**src/design/cpf_cfg.svh**
```systemverilog
/*
 * Constants for the codec port frame configuration registers.
 * Assumes an 8-bit memory-mapped data bus from the on-chip microcontroller
 * with a 16-bit address; included by bare name.
 */
`ifndef CPF_CFG_SVH
`define CPF_CFG_SVH

// ----------------------------------------------------------------------
// Register map
// ----------------------------------------------------------------------
`define CPF_ADDR_SLOT_FORMAT   16'hffdf
`define CPF_ADDR_MODE_COUNT    16'hffe0
`define CPF_RESET_VALUE        8'h00
`define CPF_NUM_REGS           10
`define CPF_NUM_CFG_REGS       4

// ----------------------------------------------------------------------
// Field positions
// ----------------------------------------------------------------------
`define CPF_COUNT_MSB          7
`define CPF_COUNT_LSB          3
`define CPF_MODE_MSB           2
`define CPF_MODE_LSB           0
`define CPF_FIRST_MSB          7
`define CPF_FIRST_LSB          6
`define CPF_BITS_MSB           5
`define CPF_BITS_LSB           3
`define CPF_SLEN_MSB           2
`define CPF_SLEN_LSB           0

`endif

```
**src/design/cpf_pkg.sv**
```systemverilog
/*
 * Types for the codec port frame configuration block.
 * Assumes nothing beyond a SystemVerilog compiler.
 */
package cpf_pkg;

    typedef enum logic [2:0] {
        CPF_MODE_GENERAL  = 3'h0,
        CPF_MODE_VENDOR   = 3'h1,
        CPF_MODE_AC97_V1  = 3'h2,
        CPF_MODE_AC97_V2  = 3'h3,
        CPF_MODE_I2S_SAME = 3'h4,
        CPF_MODE_I2S_DIFF = 3'h5,
        CPF_MODE_RSVD6    = 3'h6,
        CPF_MODE_RSVD7    = 3'h7
    } cpf_mode_e;

    typedef logic [5:0] cpf_len_t;

endpackage

```
**src/design/cpf_decode.sv**
```systemverilog
/*
 * Decodes the stored frame format into widths and flags.
 * Assumes register contents arrive from flip-flops on the same clock.
 */
`timescale 1ns/1ns
`include "cpf_cfg.svh"

module cpf_decode (
    // Stored fields
    input  wire logic [7:0]       mode_count,
    input  wire logic [7:0]       slot_format,
    // Decoded format
    output cpf_pkg::cpf_mode_e    mode,
    output logic                  mode_rsvd,
    output logic [5:0]            slot_total,
    output logic                  count_illegal,
    output cpf_pkg::cpf_len_t     audio_bits,
    output logic                  bits_rsvd,
    output cpf_pkg::cpf_len_t     other_len,
    output logic                  other_rsvd,
    output cpf_pkg::cpf_len_t     first_len,
    output logic                  first_rsvd
);

    // Slot-length code to cycles; used for both slot length and audio bits
    function automatic cpf_pkg::cpf_len_t len_of(input logic [2:0] code);
        unique case (code)
            3'h0: len_of = 6'h08;
            3'h1: len_of = 6'h10;
            3'h2: len_of = 6'h12;
            3'h3: len_of = 6'h14;
            3'h4: len_of = 6'h18;
            3'h5: len_of = 6'h20;
            default: len_of = 6'h00;
        endcase
    endfunction

    logic [4:0] count_f;
    logic [2:0] slen_f;
    logic [2:0] bits_f;
    logic [1:0] first_f;

    assign count_f = mode_count[`CPF_COUNT_MSB:`CPF_COUNT_LSB];
    assign slen_f  = slot_format[`CPF_SLEN_MSB:`CPF_SLEN_LSB];
    assign bits_f  = slot_format[`CPF_BITS_MSB:`CPF_BITS_LSB];
    assign first_f = slot_format[`CPF_FIRST_MSB:`CPF_FIRST_LSB];

    assign mode          = cpf_pkg::cpf_mode_e'(mode_count[`CPF_MODE_MSB:`CPF_MODE_LSB]);
    assign mode_rsvd     = mode_count[`CPF_MODE_MSB:`CPF_MODE_LSB+1] == 2'h3;
    assign slot_total    = {1'b0, count_f} + 6'h01;
    assign count_illegal = count_f == 5'h00;
    assign audio_bits    = len_of(bits_f);
    assign bits_rsvd     = bits_f[2:1] == 2'h3;
    assign other_len     = (slen_f > 3'h4) ? 6'h00 : len_of(slen_f);
    assign other_rsvd    = slen_f > 3'h4;

    always_comb begin
        unique case (first_f)
            2'h0: first_len = other_len;
            2'h1: first_len = 6'h08;
            2'h2: first_len = 6'h10;
            2'h3: first_len = 6'h00;
        endcase
        first_rsvd = first_f == 2'h3;
    end

endmodule // cpf_decode

```
**src/design/cpf_frame_config.sv**
```systemverilog
/*
 * Codec port frame configuration registers on the microcontroller bus.
 * Assumes a single-cycle 8-bit bus: address, write strobe, write data,
 * read data combinational on address. Port enable comes from the global
 * control register on the same clock.
 */
`timescale 1ns/1ns
`include "cpf_cfg.svh"

module cpf_frame_config (
    // Clock and reset
    input  wire logic             CLK,
    input  wire logic             RST_N,
    // Microcontroller bus
    input  wire logic [15:0]      ADDR,
    input  wire logic             WR,
    input  wire logic [7:0]       WDATA,
    output logic [7:0]            RDATA,
    output logic                  HIT,
    // Global control
    input  wire logic             SERIAL_PORT_ENABLE,
    // Decoded format
    output cpf_pkg::cpf_mode_e    MODE,
    output logic                  MODE_RESERVED,
    output logic [5:0]            SLOT_COUNT,
    output logic                  SLOT_COUNT_ILLEGAL,
    output cpf_pkg::cpf_len_t     AUDIO_BITS_PER_SLOT,
    output logic                  AUDIO_BITS_RESERVED,
    output cpf_pkg::cpf_len_t     SLOT_LENGTH,
    output logic                  SLOT_LENGTH_RESERVED,
    output cpf_pkg::cpf_len_t     FIRST_SLOT_LENGTH,
    output logic                  FIRST_SLOT_RESERVED
);

    // ------------------------------------------------------------------
    // Registers
    // ------------------------------------------------------------------
    logic [7:0] mode_count_q;
    logic [7:0] slot_format_q;
    logic       sel_mode;
    logic       sel_format;
    logic       wr_ok;

    assign sel_mode   = ADDR == `CPF_ADDR_MODE_COUNT;
    assign sel_format = ADDR == `CPF_ADDR_SLOT_FORMAT;
    assign wr_ok      = WR && !SERIAL_PORT_ENABLE;

    always_ff @(posedge CLK) begin
        if (!RST_N) begin
            mode_count_q <= `CPF_RESET_VALUE;
        end else if (wr_ok && sel_mode) begin
            mode_count_q <= WDATA;
        end
    end

    always_ff @(posedge CLK) begin
        if (!RST_N) begin
            slot_format_q <= `CPF_RESET_VALUE;
        end else if (wr_ok && sel_format) begin
            slot_format_q <= WDATA;
        end
    end

    // Read back; unmapped addresses return zero with HIT low
    assign HIT   = sel_mode || sel_format;
    assign RDATA = sel_mode ? mode_count_q : (sel_format ? slot_format_q : 8'h00);

    // ------------------------------------------------------------------
    // Decode
    // ------------------------------------------------------------------
    cpf_decode u_decode (
        .mode_count    (mode_count_q),
        .slot_format   (slot_format_q),
        .mode          (MODE),
        .mode_rsvd     (MODE_RESERVED),
        .slot_total    (SLOT_COUNT),
        .count_illegal (SLOT_COUNT_ILLEGAL),
        .audio_bits    (AUDIO_BITS_PER_SLOT),
        .bits_rsvd     (AUDIO_BITS_RESERVED),
        .other_len     (SLOT_LENGTH),
        .other_rsvd    (SLOT_LENGTH_RESERVED),
        .first_len     (FIRST_SLOT_LENGTH),
        .first_rsvd    (FIRST_SLOT_RESERVED)
    );

    // ------------------------------------------------------------------
    // Checks
    // ------------------------------------------------------------------
    chk_locked_while_enabled: assert property (@(posedge CLK) disable iff (!RST_N)
        SERIAL_PORT_ENABLE |=> $stable(mode_count_q) && $stable(slot_format_q))
        else $error("config changed while port enabled");
    chk_write_lands: assert property (@(posedge CLK) disable iff (!RST_N)
        WR && !SERIAL_PORT_ENABLE && sel_mode |=> mode_count_q == $past(WDATA))
        else $error("mode register write lost");
    chk_format_lands: assert property (@(posedge CLK) disable iff (!RST_N)
        WR && !SERIAL_PORT_ENABLE && sel_format |=> slot_format_q == $past(WDATA))
        else $error("format register write lost");
    chk_slot_count_val: assert property (@(posedge CLK) disable iff (!RST_N)
        SLOT_COUNT == {1'b0, mode_count_q[7:3]} + 6'h01)
        else $error("slot count wrong");
    chk_mode_reserved: assert property (@(posedge CLK) disable iff (!RST_N)
        MODE_RESERVED == (mode_count_q[2:0] >= 3'h6))
        else $error("reserved mode flag wrong");
    chk_i2s_modes: assert property (@(posedge CLK) disable iff (!RST_N)
        mode_count_q[2:1] == 2'h2 |-> (MODE == cpf_pkg::CPF_MODE_I2S_SAME
            || MODE == cpf_pkg::CPF_MODE_I2S_DIFF))
        else $error("I2S mode decode wrong");
    chk_audio_bits: assert property (@(posedge CLK) disable iff (!RST_N)
        slot_format_q[5:3] == 3'h5 |-> AUDIO_BITS_PER_SLOT == 6'h20)
        else $error("audio bits decode wrong");
    chk_first_same: assert property (@(posedge CLK) disable iff (!RST_N)
        slot_format_q[7:6] == 2'h0 |-> FIRST_SLOT_LENGTH == SLOT_LENGTH)
        else $error("first slot length not following others");
    chk_slot_len: assert property (@(posedge CLK) disable iff (!RST_N)
        slot_format_q[2:0] == 3'h2 |-> SLOT_LENGTH == 6'h12)
        else $error("slot length decode wrong");
    chk_bits_indep: assert property (@(posedge CLK) disable iff (!RST_N)
        $stable(slot_format_q[2:0]) && $stable(slot_format_q[7:6]) |-> $stable(SLOT_LENGTH))
        else $error("slot length moved with audio bits");

    // ------------------------------------------------------------------
    // Reset, write gating and read back
    // ------------------------------------------------------------------
    chk_reset_mode: assert property (@(posedge CLK)
        !RST_N |=> mode_count_q == `CPF_RESET_VALUE)
        else $error("mode register not cleared by reset");
    chk_reset_format: assert property (@(posedge CLK)
        !RST_N |=> slot_format_q == `CPF_RESET_VALUE)
        else $error("format register not cleared by reset");
    chk_unmapped_ignored: assert property (@(posedge CLK) disable iff (!RST_N)
        WR && !HIT |=> $stable(mode_count_q) && $stable(slot_format_q))
        else $error("unmapped write changed a register");
    chk_idle_hold: assert property (@(posedge CLK) disable iff (!RST_N)
        !WR |=> $stable(mode_count_q) && $stable(slot_format_q))
        else $error("register changed without a write");
    chk_read_mode: assert property (@(posedge CLK) disable iff (!RST_N)
        sel_mode |-> RDATA == mode_count_q)
        else $error("mode register read back wrong");
    chk_read_format: assert property (@(posedge CLK) disable iff (!RST_N)
        sel_format |-> RDATA == slot_format_q)
        else $error("format register read back wrong");
    chk_read_unmapped: assert property (@(posedge CLK) disable iff (!RST_N)
        !HIT |-> RDATA == 8'h00)
        else $error("unmapped read not zero");
    chk_hit_map: assert property (@(posedge CLK) disable iff (!RST_N)
        HIT == (ADDR == `CPF_ADDR_MODE_COUNT || ADDR == `CPF_ADDR_SLOT_FORMAT))
        else $error("address match wrong");

    // ------------------------------------------------------------------
    // Slot count and mode
    // ------------------------------------------------------------------
    chk_count_illegal: assert property (@(posedge CLK) disable iff (!RST_N)
        SLOT_COUNT_ILLEGAL == (mode_count_q[`CPF_COUNT_MSB:`CPF_COUNT_LSB] == 5'h00))
        else $error("illegal slot count flag wrong");
    chk_count_two: assert property (@(posedge CLK) disable iff (!RST_N)
        mode_count_q[7:3] == 5'h01 |-> SLOT_COUNT == 6'h02)
        else $error("two slot frame wrong");
    chk_count_max: assert property (@(posedge CLK) disable iff (!RST_N)
        mode_count_q[7:3] == 5'h0d |-> SLOT_COUNT == 6'h0e)
        else $error("fourteen slot frame wrong");
    chk_mode_general: assert property (@(posedge CLK) disable iff (!RST_N)
        mode_count_q[2:0] == 3'h0 |-> MODE == cpf_pkg::CPF_MODE_GENERAL)
        else $error("general mode decode wrong");
    chk_mode_vendor: assert property (@(posedge CLK) disable iff (!RST_N)
        mode_count_q[2:0] == 3'h1 |-> MODE == cpf_pkg::CPF_MODE_VENDOR)
        else $error("vendor codec mode decode wrong");
    chk_mode_ac97_v1: assert property (@(posedge CLK) disable iff (!RST_N)
        mode_count_q[2:0] == 3'h2 |-> MODE == cpf_pkg::CPF_MODE_AC97_V1)
        else $error("first AC97 mode decode wrong");
    chk_mode_ac97_v2: assert property (@(posedge CLK) disable iff (!RST_N)
        mode_count_q[2:0] == 3'h3 |-> MODE == cpf_pkg::CPF_MODE_AC97_V2)
        else $error("second AC97 mode decode wrong");
    chk_mode_i2s_same: assert property (@(posedge CLK) disable iff (!RST_N)
        mode_count_q[2:0] == 3'h4 |-> MODE == cpf_pkg::CPF_MODE_I2S_SAME)
        else $error("I2S same rate decode wrong");
    chk_mode_i2s_diff: assert property (@(posedge CLK) disable iff (!RST_N)
        mode_count_q[2:0] == 3'h5 |-> MODE == cpf_pkg::CPF_MODE_I2S_DIFF)
        else $error("I2S split rate decode wrong");

    // ------------------------------------------------------------------
    // Audio bits per slot
    // ------------------------------------------------------------------
    chk_bits_8: assert property (@(posedge CLK) disable iff (!RST_N)
        slot_format_q[5:3] == 3'h0 |-> AUDIO_BITS_PER_SLOT == 6'h08)
        else $error("8 bit audio decode wrong");
    chk_bits_16: assert property (@(posedge CLK) disable iff (!RST_N)
        slot_format_q[5:3] == 3'h1 |-> AUDIO_BITS_PER_SLOT == 6'h10)
        else $error("16 bit audio decode wrong");
    chk_bits_18: assert property (@(posedge CLK) disable iff (!RST_N)
        slot_format_q[5:3] == 3'h2 |-> AUDIO_BITS_PER_SLOT == 6'h12)
        else $error("18 bit audio decode wrong");
    chk_bits_20: assert property (@(posedge CLK) disable iff (!RST_N)
        slot_format_q[5:3] == 3'h3 |-> AUDIO_BITS_PER_SLOT == 6'h14)
        else $error("20 bit audio decode wrong");
    chk_bits_24: assert property (@(posedge CLK) disable iff (!RST_N)
        slot_format_q[5:3] == 3'h4 |-> AUDIO_BITS_PER_SLOT == 6'h18)
        else $error("24 bit audio decode wrong");
    chk_bits_rsvd: assert property (@(posedge CLK) disable iff (!RST_N)
        slot_format_q[5:3] >= 3'h6 |-> AUDIO_BITS_RESERVED && AUDIO_BITS_PER_SLOT == 6'h00)
        else $error("reserved audio width not flagged");
    chk_bits_legal: assert property (@(posedge CLK) disable iff (!RST_N)
        slot_format_q[5:3] < 3'h6 |-> !AUDIO_BITS_RESERVED)
        else $error("legal audio width flagged reserved");

    // ------------------------------------------------------------------
    // Slot lengths
    // ------------------------------------------------------------------
    chk_len_8: assert property (@(posedge CLK) disable iff (!RST_N)
        slot_format_q[2:0] == 3'h0 |-> SLOT_LENGTH == 6'h08)
        else $error("8 cycle slot decode wrong");
    chk_len_16: assert property (@(posedge CLK) disable iff (!RST_N)
        slot_format_q[2:0] == 3'h1 |-> SLOT_LENGTH == 6'h10)
        else $error("16 cycle slot decode wrong");
    chk_len_20: assert property (@(posedge CLK) disable iff (!RST_N)
        slot_format_q[2:0] == 3'h3 |-> SLOT_LENGTH == 6'h14)
        else $error("20 cycle slot decode wrong");
    chk_len_24: assert property (@(posedge CLK) disable iff (!RST_N)
        slot_format_q[2:0] == 3'h4 |-> SLOT_LENGTH == 6'h18)
        else $error("24 cycle slot decode wrong");
    chk_len_rsvd: assert property (@(posedge CLK) disable iff (!RST_N)
        slot_format_q[2:0] > 3'h4 |-> SLOT_LENGTH_RESERVED && SLOT_LENGTH == 6'h00)
        else $error("reserved slot length not flagged");
    chk_len_legal: assert property (@(posedge CLK) disable iff (!RST_N)
        slot_format_q[2:0] <= 3'h4 |-> !SLOT_LENGTH_RESERVED)
        else $error("legal slot length flagged reserved");
    chk_first_8: assert property (@(posedge CLK) disable iff (!RST_N)
        slot_format_q[7:6] == 2'h1 |-> FIRST_SLOT_LENGTH == 6'h08)
        else $error("8 cycle first slot wrong");
    chk_first_16: assert property (@(posedge CLK) disable iff (!RST_N)
        slot_format_q[7:6] == 2'h2 |-> FIRST_SLOT_LENGTH == 6'h10)
        else $error("16 cycle first slot wrong");
    chk_first_rsvd: assert property (@(posedge CLK) disable iff (!RST_N)
        slot_format_q[7:6] == 2'h3 |-> FIRST_SLOT_RESERVED && FIRST_SLOT_LENGTH == 6'h00)
        else $error("reserved first slot code not flagged");
    chk_first_legal: assert property (@(posedge CLK) disable iff (!RST_N)
        slot_format_q[7:6] != 2'h3 |-> !FIRST_SLOT_RESERVED)
        else $error("legal first slot code flagged reserved");

    cov_write_open:    cover property (@(posedge CLK) WR && !SERIAL_PORT_ENABLE && sel_mode);
    cov_write_blocked: cover property (@(posedge CLK) WR && SERIAL_PORT_ENABLE && HIT);
    cov_i2s_diff:      cover property (@(posedge CLK) MODE == cpf_pkg::CPF_MODE_I2S_DIFF);
    cov_mode_reserved: cover property (@(posedge CLK) MODE_RESERVED);
    cov_write_miss:    cover property (@(posedge CLK) WR && !SERIAL_PORT_ENABLE && !HIT);

endmodule // cpf_frame_config

```
**config.mk**
```make
export PLATFORM = sky130hd
export DESIGN_NAME = cpf_frame_config
export DESIGN_NICKNAME = d
export VERILOG_FILES = /design/src/design/cpf_pkg.sv /design/src/design/cpf_decode.sv /design/src/design/cpf_frame_config.sv
export VERILOG_INCLUDE_DIRS = /design/src /design/src/design
export SDC_FILE = /design/constraint.sdc
export NUM_CORES = 1
export LEC_CHECK = 0
export BUFFER_PORTS_ARGS = -buffer_cell sky130_fd_sc_hd__buf_2
export CAP_MARGIN = 20
export CORE_MARGIN = 2
export CORE_UTILIZATION = 35
export CTS_CLUSTER_SIZE = 25
export DETAILED_ROUTE_END_ITERATION = 6
export GPL_ROUTABILITY_DRIVEN = 0
export PLACE_DENSITY = 0.72
export SYNTH_ARGS = -nofsm -noshare
export SYNTH_HDL_FRONTEND = slang
export SYNTH_SLANG_ARGS = --single-unit
```
**constraint.sdc**
```tcl
create_clock -name CLK -period 5.1 [get_ports CLK]
set_clock_uncertainty 0.2 [all_clocks]
set_input_delay 1.02 -clock CLK [delete_from_list [all_inputs] [get_ports CLK]]
set_output_delay 1.02 -clock CLK [all_outputs]
set_load 0.005 [all_outputs]
```
==> metrics.cfg, run 1 <==
[layout]
multi_input_area_um2 = 671
syn2layout_area_growth_pct = 28.3
final_cell_mix = 63 x buf_2, 26 x nand2_1, 18 x nor2_1, 16 x mux2i_1, 16 x dfxtp_1
diodes = 0
fillers = 312
regArea_um2 = 320
layout.nets = 224
final_common_cell = buf_2
drive_above_1_share_pct = 36.3

[logic_synthesis]
syn-instance-count = 135
synth-seq-area-share_pct = 29.5
synth_compound_area_share_pct = 5.52
synth-seq-cells = 16
yosys_warnings = 0
yosys.area_share.adder_pct = 2.30
synth-simple-area-share_pct = 33.4
synth.avg_cell_area_um2 = 8.05
synth_top_family_by_area = simple AND/OR/NAND/NOR gates
syn_area_mm2 = 0.00109
synth.area.mux_share_pct = 14.7
ys_types = 29
synth_xor_area_share_pct = 4.03

[floorplan]
rows = 20
design.die.area_mm2 = 0.00357
die_w_um = 59.7
start_util_pct = 36.2
io_pins = 69
core_area_mm2 = 0.00300
chipHeight_um = 59.7

[cts]
path_clk_slew_ns = 0.09
numCtsBuffers = 3
cts_resized = 0
hold_buffers = 0
cts_max_level = 1
cts-root-buf = clkbuf_4
cts_tree = yes
clk_latency_ns = 0.28
post_cts_buffers = 0
cts_buffer_depth = 2
clock_sinks = 16

[timing]
tightestPinTransition_ns = 0.986
finalMaxSlewViolations = 0
totalNegativeSetupSlack_ns = 0
min_period_ns = 3.73
final-setup-viol-count = 0
max_freq_mhz = 268
relSlewSlack_pct = 33.8
fin_crit_sh_pct = 73.2
finalWorstSetupSlack_ns = 1.37
rsz0062_at_grt = no
hold_viol = 0

[place]
dpl.hpwl_um = 1990
io_buffers = 63
place_ws_ns = 1.32

[power_and_ir_drop]
ir_drop_v = 0.000123
p_per_area_mw_per_mm2 = 163
switching_share_pct = 21.7
switching_power_w = 0.0000493
combinationalPowerShare_pct = 8.7
leakage_nw = 0.705
p_int_w = 0.000178
power_frac_seq_pct = 54.9
p_clk_share_pct = 36.3

[job]
cap_violations = 0

[routing]
drtIter0Drc = 32
drc = 0
wl_per_cell_um = 11.5
routed_wl_um = 2600
via_per_inst = 4.77
vias = 1079
drtAntennaViolNets = 0
first_pass_iters = 4

[setup_path]
r2r_cells = 2
crit_path_start_kind = input pin
r2r_end = slot_format_q[5]$_SDFFE_PN0P_
reg2reg_slack_ns = 4.16
end_kind = output port
crit_arrival_ns = 2.51
required_ns = 3.88
worst-setup-path-type = in2out
cp_max_fo = 9
r2r-start = slot_format_q[5]$_SDFFE_PN0P_

[min_path]
hp-start = mode_count_q[0]$_SDFFE_PN0P_
min_to = mode_count_q[0]$_SDFFE_PN0P_
min_path_cells = 2
min_path_type = reg2reg

[global_routing]
overflow = 0
grt_max_degree = 25
grt_pass1_vias = 928
grt_pass1_wl_um = 4040
grt_use_total_pct = 14.6
antenna_found_initial = 0

[outcome]
status = complete, no violations

-- synthesized netlist by cell type --
master         instances  share of area, %
nor3_4                 1               1.5
nand2_1               26               9.0
nand3_1                4               1.8
nor3_1                 2              0.92
nand4_1                1              0.58
or4_1                  1              0.69
nand2b_1               2               1.2
nor2b_1                2               1.2
xor2_1                 1              0.81
clkbuf_1               1              0.34
dlygate4sd1_1          2               1.6
nor4b_1                1              0.81
nor2_1                18               6.2
nor4_1                 2               1.2
buf_6                  1               1.0
conb_1                 1              0.34
a22oi_1                8               5.5
and2_1                 3               1.7
nor3b_1                1              0.69
or4b_4                 1               1.3
dfxtp_1               16                29
inv_1                  3               1.0
xnor2_1                4               3.2
and3b_1                3               2.4
mux2i_1               16                15
and2_2                 1              0.69
buf_4                  9               6.2
ha_1                   2               2.3
and4_1                 2               1.6
-- worst max-delay path: stages --
cell      delay (ns)
buf_2           0.10
nand2b_1        0.14
nor3_1          0.81
a22oi_1         0.14
nor2_1          0.17
buf_2           0.14
-- power by group through the flow --
stage	combinational [W]	clock, W	sequential (W)
5_1_grt	0.0000226	0.0000906	0.000125
3_3_place_gp	0.0000197	0	0.000128
6_report	0.0000199	0.0000826	0.000125
4_1_cts	0.0000199	0.0000852	0.000125
2_1_floorplan	0.0000111	0	0.000128
3_5_place_dp	0.0000199	0	0.000128
-- layout make-up --
type / instances / area share [%]
sequential: 16 / 23.0
clock buffer: 4 / 2.60
multi-input combinational: 107 / 48.1
timing repair buffer: 63 / 22.6
tap: 33 / 2.96
inverter: 3 / 0.807
-- metrics by stage --
step           utilization (%)  hold slack (ns)  instances  power [W]  area, um2
6_report                  46.5            0.278        226   0.000227       1400
5_1_grt                   46.5            0.318        226   0.000238       1400
4_1_cts                   46.5            0.285        226   0.000230       1400
3_5_place_dp              45.3            0.269        222   0.000148       1360
3_3_place_gp              45.3            0.260        222   0.000147       1360
2_1_floorplan                -            0.249        139   0.000139       1100
-- sequential cells by signal (all words and copies together) (netlist names) --
signal         flops
slot_format_q      8
mode_count_q       8
-- per-layer routing --
metal,global-route usage [%],vias up,routed length [um]
li1,-,568,-
met1,19.4,471,1240
met2,24.5,36,1180
met3,1.52,4,157
met4,4.76,0,19
met5,0,-,0
-- worst max-delay path by stage --
stage / to / depth (start not counted) / from / slack, ns
final: RDATA[4] / 6 / ADDR[5] / 1.37
after floorplan: RDATA[0] / 4 / ADDR[2] / 1.80
after global placement: RDATA[6] / 6 / ADDR[5] / 1.36
after global routing: RDATA[2] / 6 / ADDR[5] / 1.18
after CTS: RDATA[6] / 6 / ADDR[5] / 1.32
after detailed placement: RDATA[6] / 6 / ADDR[5] / 1.32
-- cells by family after synthesis --
logic type	after synthesis
and+or+nand+nor	71
DFF	16
other	1
AOI/OAI and AO/OA	8
adders and majority gates	2
muxes	16
xor gates and xnor gates	5
buffers and inverters	16
Power figures use the tool's default switching activity.
==> run 2, diff against run 1 <==
--- a/config.mk
+++ b/config.mk
@@ -6,6 +6,7 @@
 export SDC_FILE = /design/constraint.sdc
 export NUM_CORES = 1
 export LEC_CHECK = 0
+export ABC_AREA = 1
 export BUFFER_PORTS_ARGS = -buffer_cell sky130_fd_sc_hd__buf_2
 export CAP_MARGIN = 20
 export CORE_MARGIN = 2
@@ -13,7 +14,7 @@
 export CTS_CLUSTER_SIZE = 25
 export DETAILED_ROUTE_END_ITERATION = 6
 export GPL_ROUTABILITY_DRIVEN = 0
-export PLACE_DENSITY = 0.72
+export PLACE_DENSITY = 0.71
 export SYNTH_ARGS = -nofsm -noshare
 export SYNTH_HDL_FRONTEND = slang
 export SYNTH_SLANG_ARGS = --single-unit
==> constraint.sdc (replaced) <==
create_clock -name CLK -period 3.4 [get_ports CLK]
set_clock_uncertainty 0.2 [all_clocks]
set_input_delay 0.68 -clock CLK [delete_from_list [all_inputs] [get_ports CLK]]
set_output_delay 0.68 -clock CLK [all_outputs]
set_load 0.005 [all_outputs]
==> run 2 against run 1 <==
Compared with the run above:
- global-route usage grew 1.8 points
- first-iteration DRC count up 78%
- clock power increased by 100%
- routed wire length rose by 29%
- count of clock-buffer cells in the layout unchanged
- register-to-register slack got worse by 1.7 ns
- largest cell class unchanged
- highest routed layer unchanged
==> metrics.cfg, run 2 <==
[power_and_ir_drop]
switching_power_w = 0.0000930  ; +88%
p_total_w = 0.000401  ; +76%
p_per_area_mw_per_mm2 = 240  ; +47%
p_int_w = 0.000308  ; +73%
power_frac_seq_pct = 46.8  ; -8.1 points
p_clk_share_pct = 42.1  ; +5.8 points
leakage_nw = 0.911  ; +29%
ir_drop_v = 0.0000981  ; -20%
switching_share_pct = 23.2  ; +1.5 points
combinationalPowerShare_pct = 11.1  ; +2.4 points

[layout]
fin_cells = 326  ; +44%
layout.nets = 309  ; +38%
diodes = 0  ; unchanged
top_regs = mode_count_q x8, slot_format_q x8
syn2layout_area_growth_pct = 26.4
drive_above_1_share_pct = 29.1  ; -7.1 points
final_cell_mix = 63 x buf_2, 44 x nand2_1, 38 x inv_1, 32 x nor2_1, 19 x nand3_1
final_common_cell = buf_2
fillers = 406  ; +30%

[setup_path]
crit_path_start_kind = input pin
startpoint = ADDR[8]
r2r_cells = 4  ; +2
cp_max_fo = 10  ; +1
r2r_end = mode_count_q[5]$_SDFFE_PN0P_
worst-setup-path-type = in2out
required_ns = 2.52  ; -1.36 ns
crit_path_end = RDATA[3]
reg2reg_slack_ns = 2.45  ; -1.71 ns
end_kind = output port
crit_arrival_ns = 1.74  ; -0.77 ns
r2r-start = mode_count_q[5]$_SDFFE_PN0P_

[place]
io_buffers = 63  ; unchanged
placed_cells = 322  ; +45%
dpl.hpwl_um = 2730  ; +37%

[logic_synthesis]
synthTopCellsByArea = dfxtp_1 24%, nand2_1 12%, inv_1 11%, nor2_1 9.1%, nand3_1 7.2%
synth-seq-area-share_pct = 24.2  ; -5.2 points
synth_xor_area_share_pct = 1.99  ; -2.0 points
yosysTopAreaCell = dfxtp_1
synth_compound_area_share_pct = 8.14  ; +2.6 points
yosysTopAreaCellShare_pct = 24.2  ; -5.2 points
synth_edf_count = 0  ; unchanged
syn_area_mm2 = 0.00132  ; +22%
synth_top_cells_by_count = 44 x nand2_1, 38 x inv_1, 32 x nor2_1, 19 x nand3_1, 16 x dfxtp_1
synth_top_family_by_area = simple AND/OR/NAND/NOR gates
synth-simple-area-share_pct = 44.7  ; +11 points
ys_types = 29  ; unchanged
synthFlopType = dfxtp_1
yosys.area_share.adder_pct = 1.89  ; -0.41 points
synth.avg_cell_area_um2 = 5.98  ; -26%
ys_async_sr_fraction_pct = 0  ; unchanged
syn-instance-count = 221  ; +64%
synth.most_common_cell = nand2_1
synth-seq-cells = 16  ; unchanged
synth.area.mux_share_pct = 0  ; -15 points
yosys_warnings = 0  ; unchanged

[floorplan]
io_pins = 69  ; unchanged
design.die.area_mm2 = 0.00429  ; +20%
core_area_mm2 = 0.00363  ; +21%
chipHeight_um = 65.5  ; +9.6%
die_w_um = 65.5  ; +9.6%
rows = 22  ; +10%
start_util_pct = 36.4  ; +0.19 points

[routing]
drtIter0Drc = 57  ; +78%
vias = 1506  ; +40%
drc = 0  ; unchanged
via_per_inst = 4.62  ; -3.2%
routed_wl_um = 3350  ; +29%
drtAntennaViolNets = 0  ; unchanged
first_pass_iters = 4  ; unchanged
wl_per_cell_um = 10.3  ; -11%

[global_routing]
grt_pass1_vias = 1361  ; +47%
grt_pass1_wl_um = 5600  ; +39%
grt_use_total_pct = 16.4  ; +1.8 points
grt_max_degree = 26  ; +4.0%
antenna_found_initial = 0  ; unchanged
overflow = 0  ; unchanged

[cts]
cts_tree = yes
cts-root-buf = clkbuf_8
cts_buffer_depth = 2  ; unchanged
clock_sinks = 16  ; unchanged
clk_latency_ns = 0.25  ; -0.03 ns
post_cts_buffers = 0  ; unchanged
numCtsBuffers = 3  ; unchanged
cts_resized = 0  ; unchanged
path_clk_slew_ns = 0.06  ; -0.03 ns
hold_buffers = 0  ; unchanged
cts_max_level = 1  ; unchanged

[timing]
finalMaxSlewViolations = 0  ; unchanged
final-setup-viol-count = 0  ; unchanged
fin_crit_sh_pct = 76.9
min_period_ns = 2.62
max_freq_mhz = 382
tightestPinTransition_ns = 0.951  ; -0.0347 ns
totalNegativeSetupSlack_ns = 0  ; unchanged
hold_viol = 0  ; unchanged
rsz0062_at_grt = no
relSlewSlack_pct = 36.5  ; +2.7 points

[job]
cap_violations = 0  ; unchanged

[min_path]
min_path_type = reg2reg

[outcome]
status = complete, no violations

## run 2: changes by cell type in the layout (fill, tap and decap cells not counted), moves of 9 or more
| cell | delta |
|---|---|
| nand3_1 | +15 |
| nor2_1 | +14 |
| nand2_1 | +18 |
| a21oi_1 | +11 |
| mux2i_1 | -16 |
| inv_1 | +35 |
| o21ai_1 | +9 |
## run 2: critical path: stages
cell and delay [ns]:
buf_2 0.08, nand2_1 0.04, nor2_1 0.12, nand2_2 0.14, clkinv_2 0.16, nand3_2 0.17
o21ai_1 0.19, buf_2 0.14
## run 2: how the worst min path moves through the flow
stage,startpoint,endpoint,slack (ns),depth (start not counted)
floorplan,slot_format_q[1]$_SDFFE_PN0P_,slot_format_q[1]$_SDFFE_PN0P_,0.30,2
global placement,mode_count_q[0]$_SDFFE_PN0P_,mode_count_q[0]$_SDFFE_PN0P_,0.33,4
detailed placement,mode_count_q[0]$_SDFFE_PN0P_,mode_count_q[0]$_SDFFE_PN0P_,0.33,4
CTS,mode_count_q[0]$_SDFFE_PN0P_,mode_count_q[0]$_SDFFE_PN0P_,0.34,4
global route,mode_count_q[0]$_SDFFE_PN0P_,mode_count_q[0]$_SDFFE_PN0P_,0.37,4
finish,mode_count_q[0]$_SDFFE_PN0P_,mode_count_q[0]$_SDFFE_PN0P_,0.34,4
## run 2: area by class of cell
class	count	area, um2	share of cell area (%)
Tap cell	48	60.1	3.59
Timing Repair Buffer	63	315	18.9
Sequential cell	16	320	19.2
Multi-Input combinational cell	155	769	46.0
Clock buffer	4	55.1	3.29
Inverter	40	151	9.06
## run 2: metrics by stage
| stage | util (%) | hold WS, ns | worst slack, ns | cell area, um2 |
|---|---|---|---|---|
| finish | 46.0 | 0.343 | 0.784 | 1670 |
| floorplan | - | 0.298 | 1.12 | 1340 |
| CTS | 46.0 | 0.345 | 0.758 | 1670 |
| detailed placement | 44.5 | 0.335 | 0.764 | 1620 |
| global route | 46.0 | 0.367 | 0.660 | 1670 |
| global placement | 44.5 | 0.334 | 0.807 | 1620 |
## run 2: power groups by stage
stage | Combinational (W) | Clock (W) | Sequential [W]
after floorplan | 0.0000281 | 0 | 0.000192
after global placement | 0.0000441 | 0 | 0.000192
after detailed placement | 0.0000447 | 0 | 0.000192
after CTS | 0.0000448 | 0.000173 | 0.000187
after global routing | 0.0000506 | 0.000180 | 0.000187
final | 0.0000446 | 0.000169 | 0.000187
## run 2: cell families after synthesis
| kind of cell | after synthesis |
|---|---|
| other | 1 |
| and+or+nand+nor | 124 |
| AOI/OAI and AO/OA | 21 |
| adders and majority gates | 2 |
| xor gates and xnor gates | 3 |
| buffers and inverters | 54 |
| DFF | 16 |
## run 2: routing by layer
layer | wire length, um | part of all wire (%) | track usage (%) | vias up
met1 | 1530 | 45 | 19.7 | 660
met2 | 1610 | 48 | 30.0 | 49
met5 | 0 | 0 | 0 | -
met4 | 49 | 1.5 | 5.47 | 0
li1 | - | - | - | 792
met3 | 170 | 5.1 | 1.88 | 5
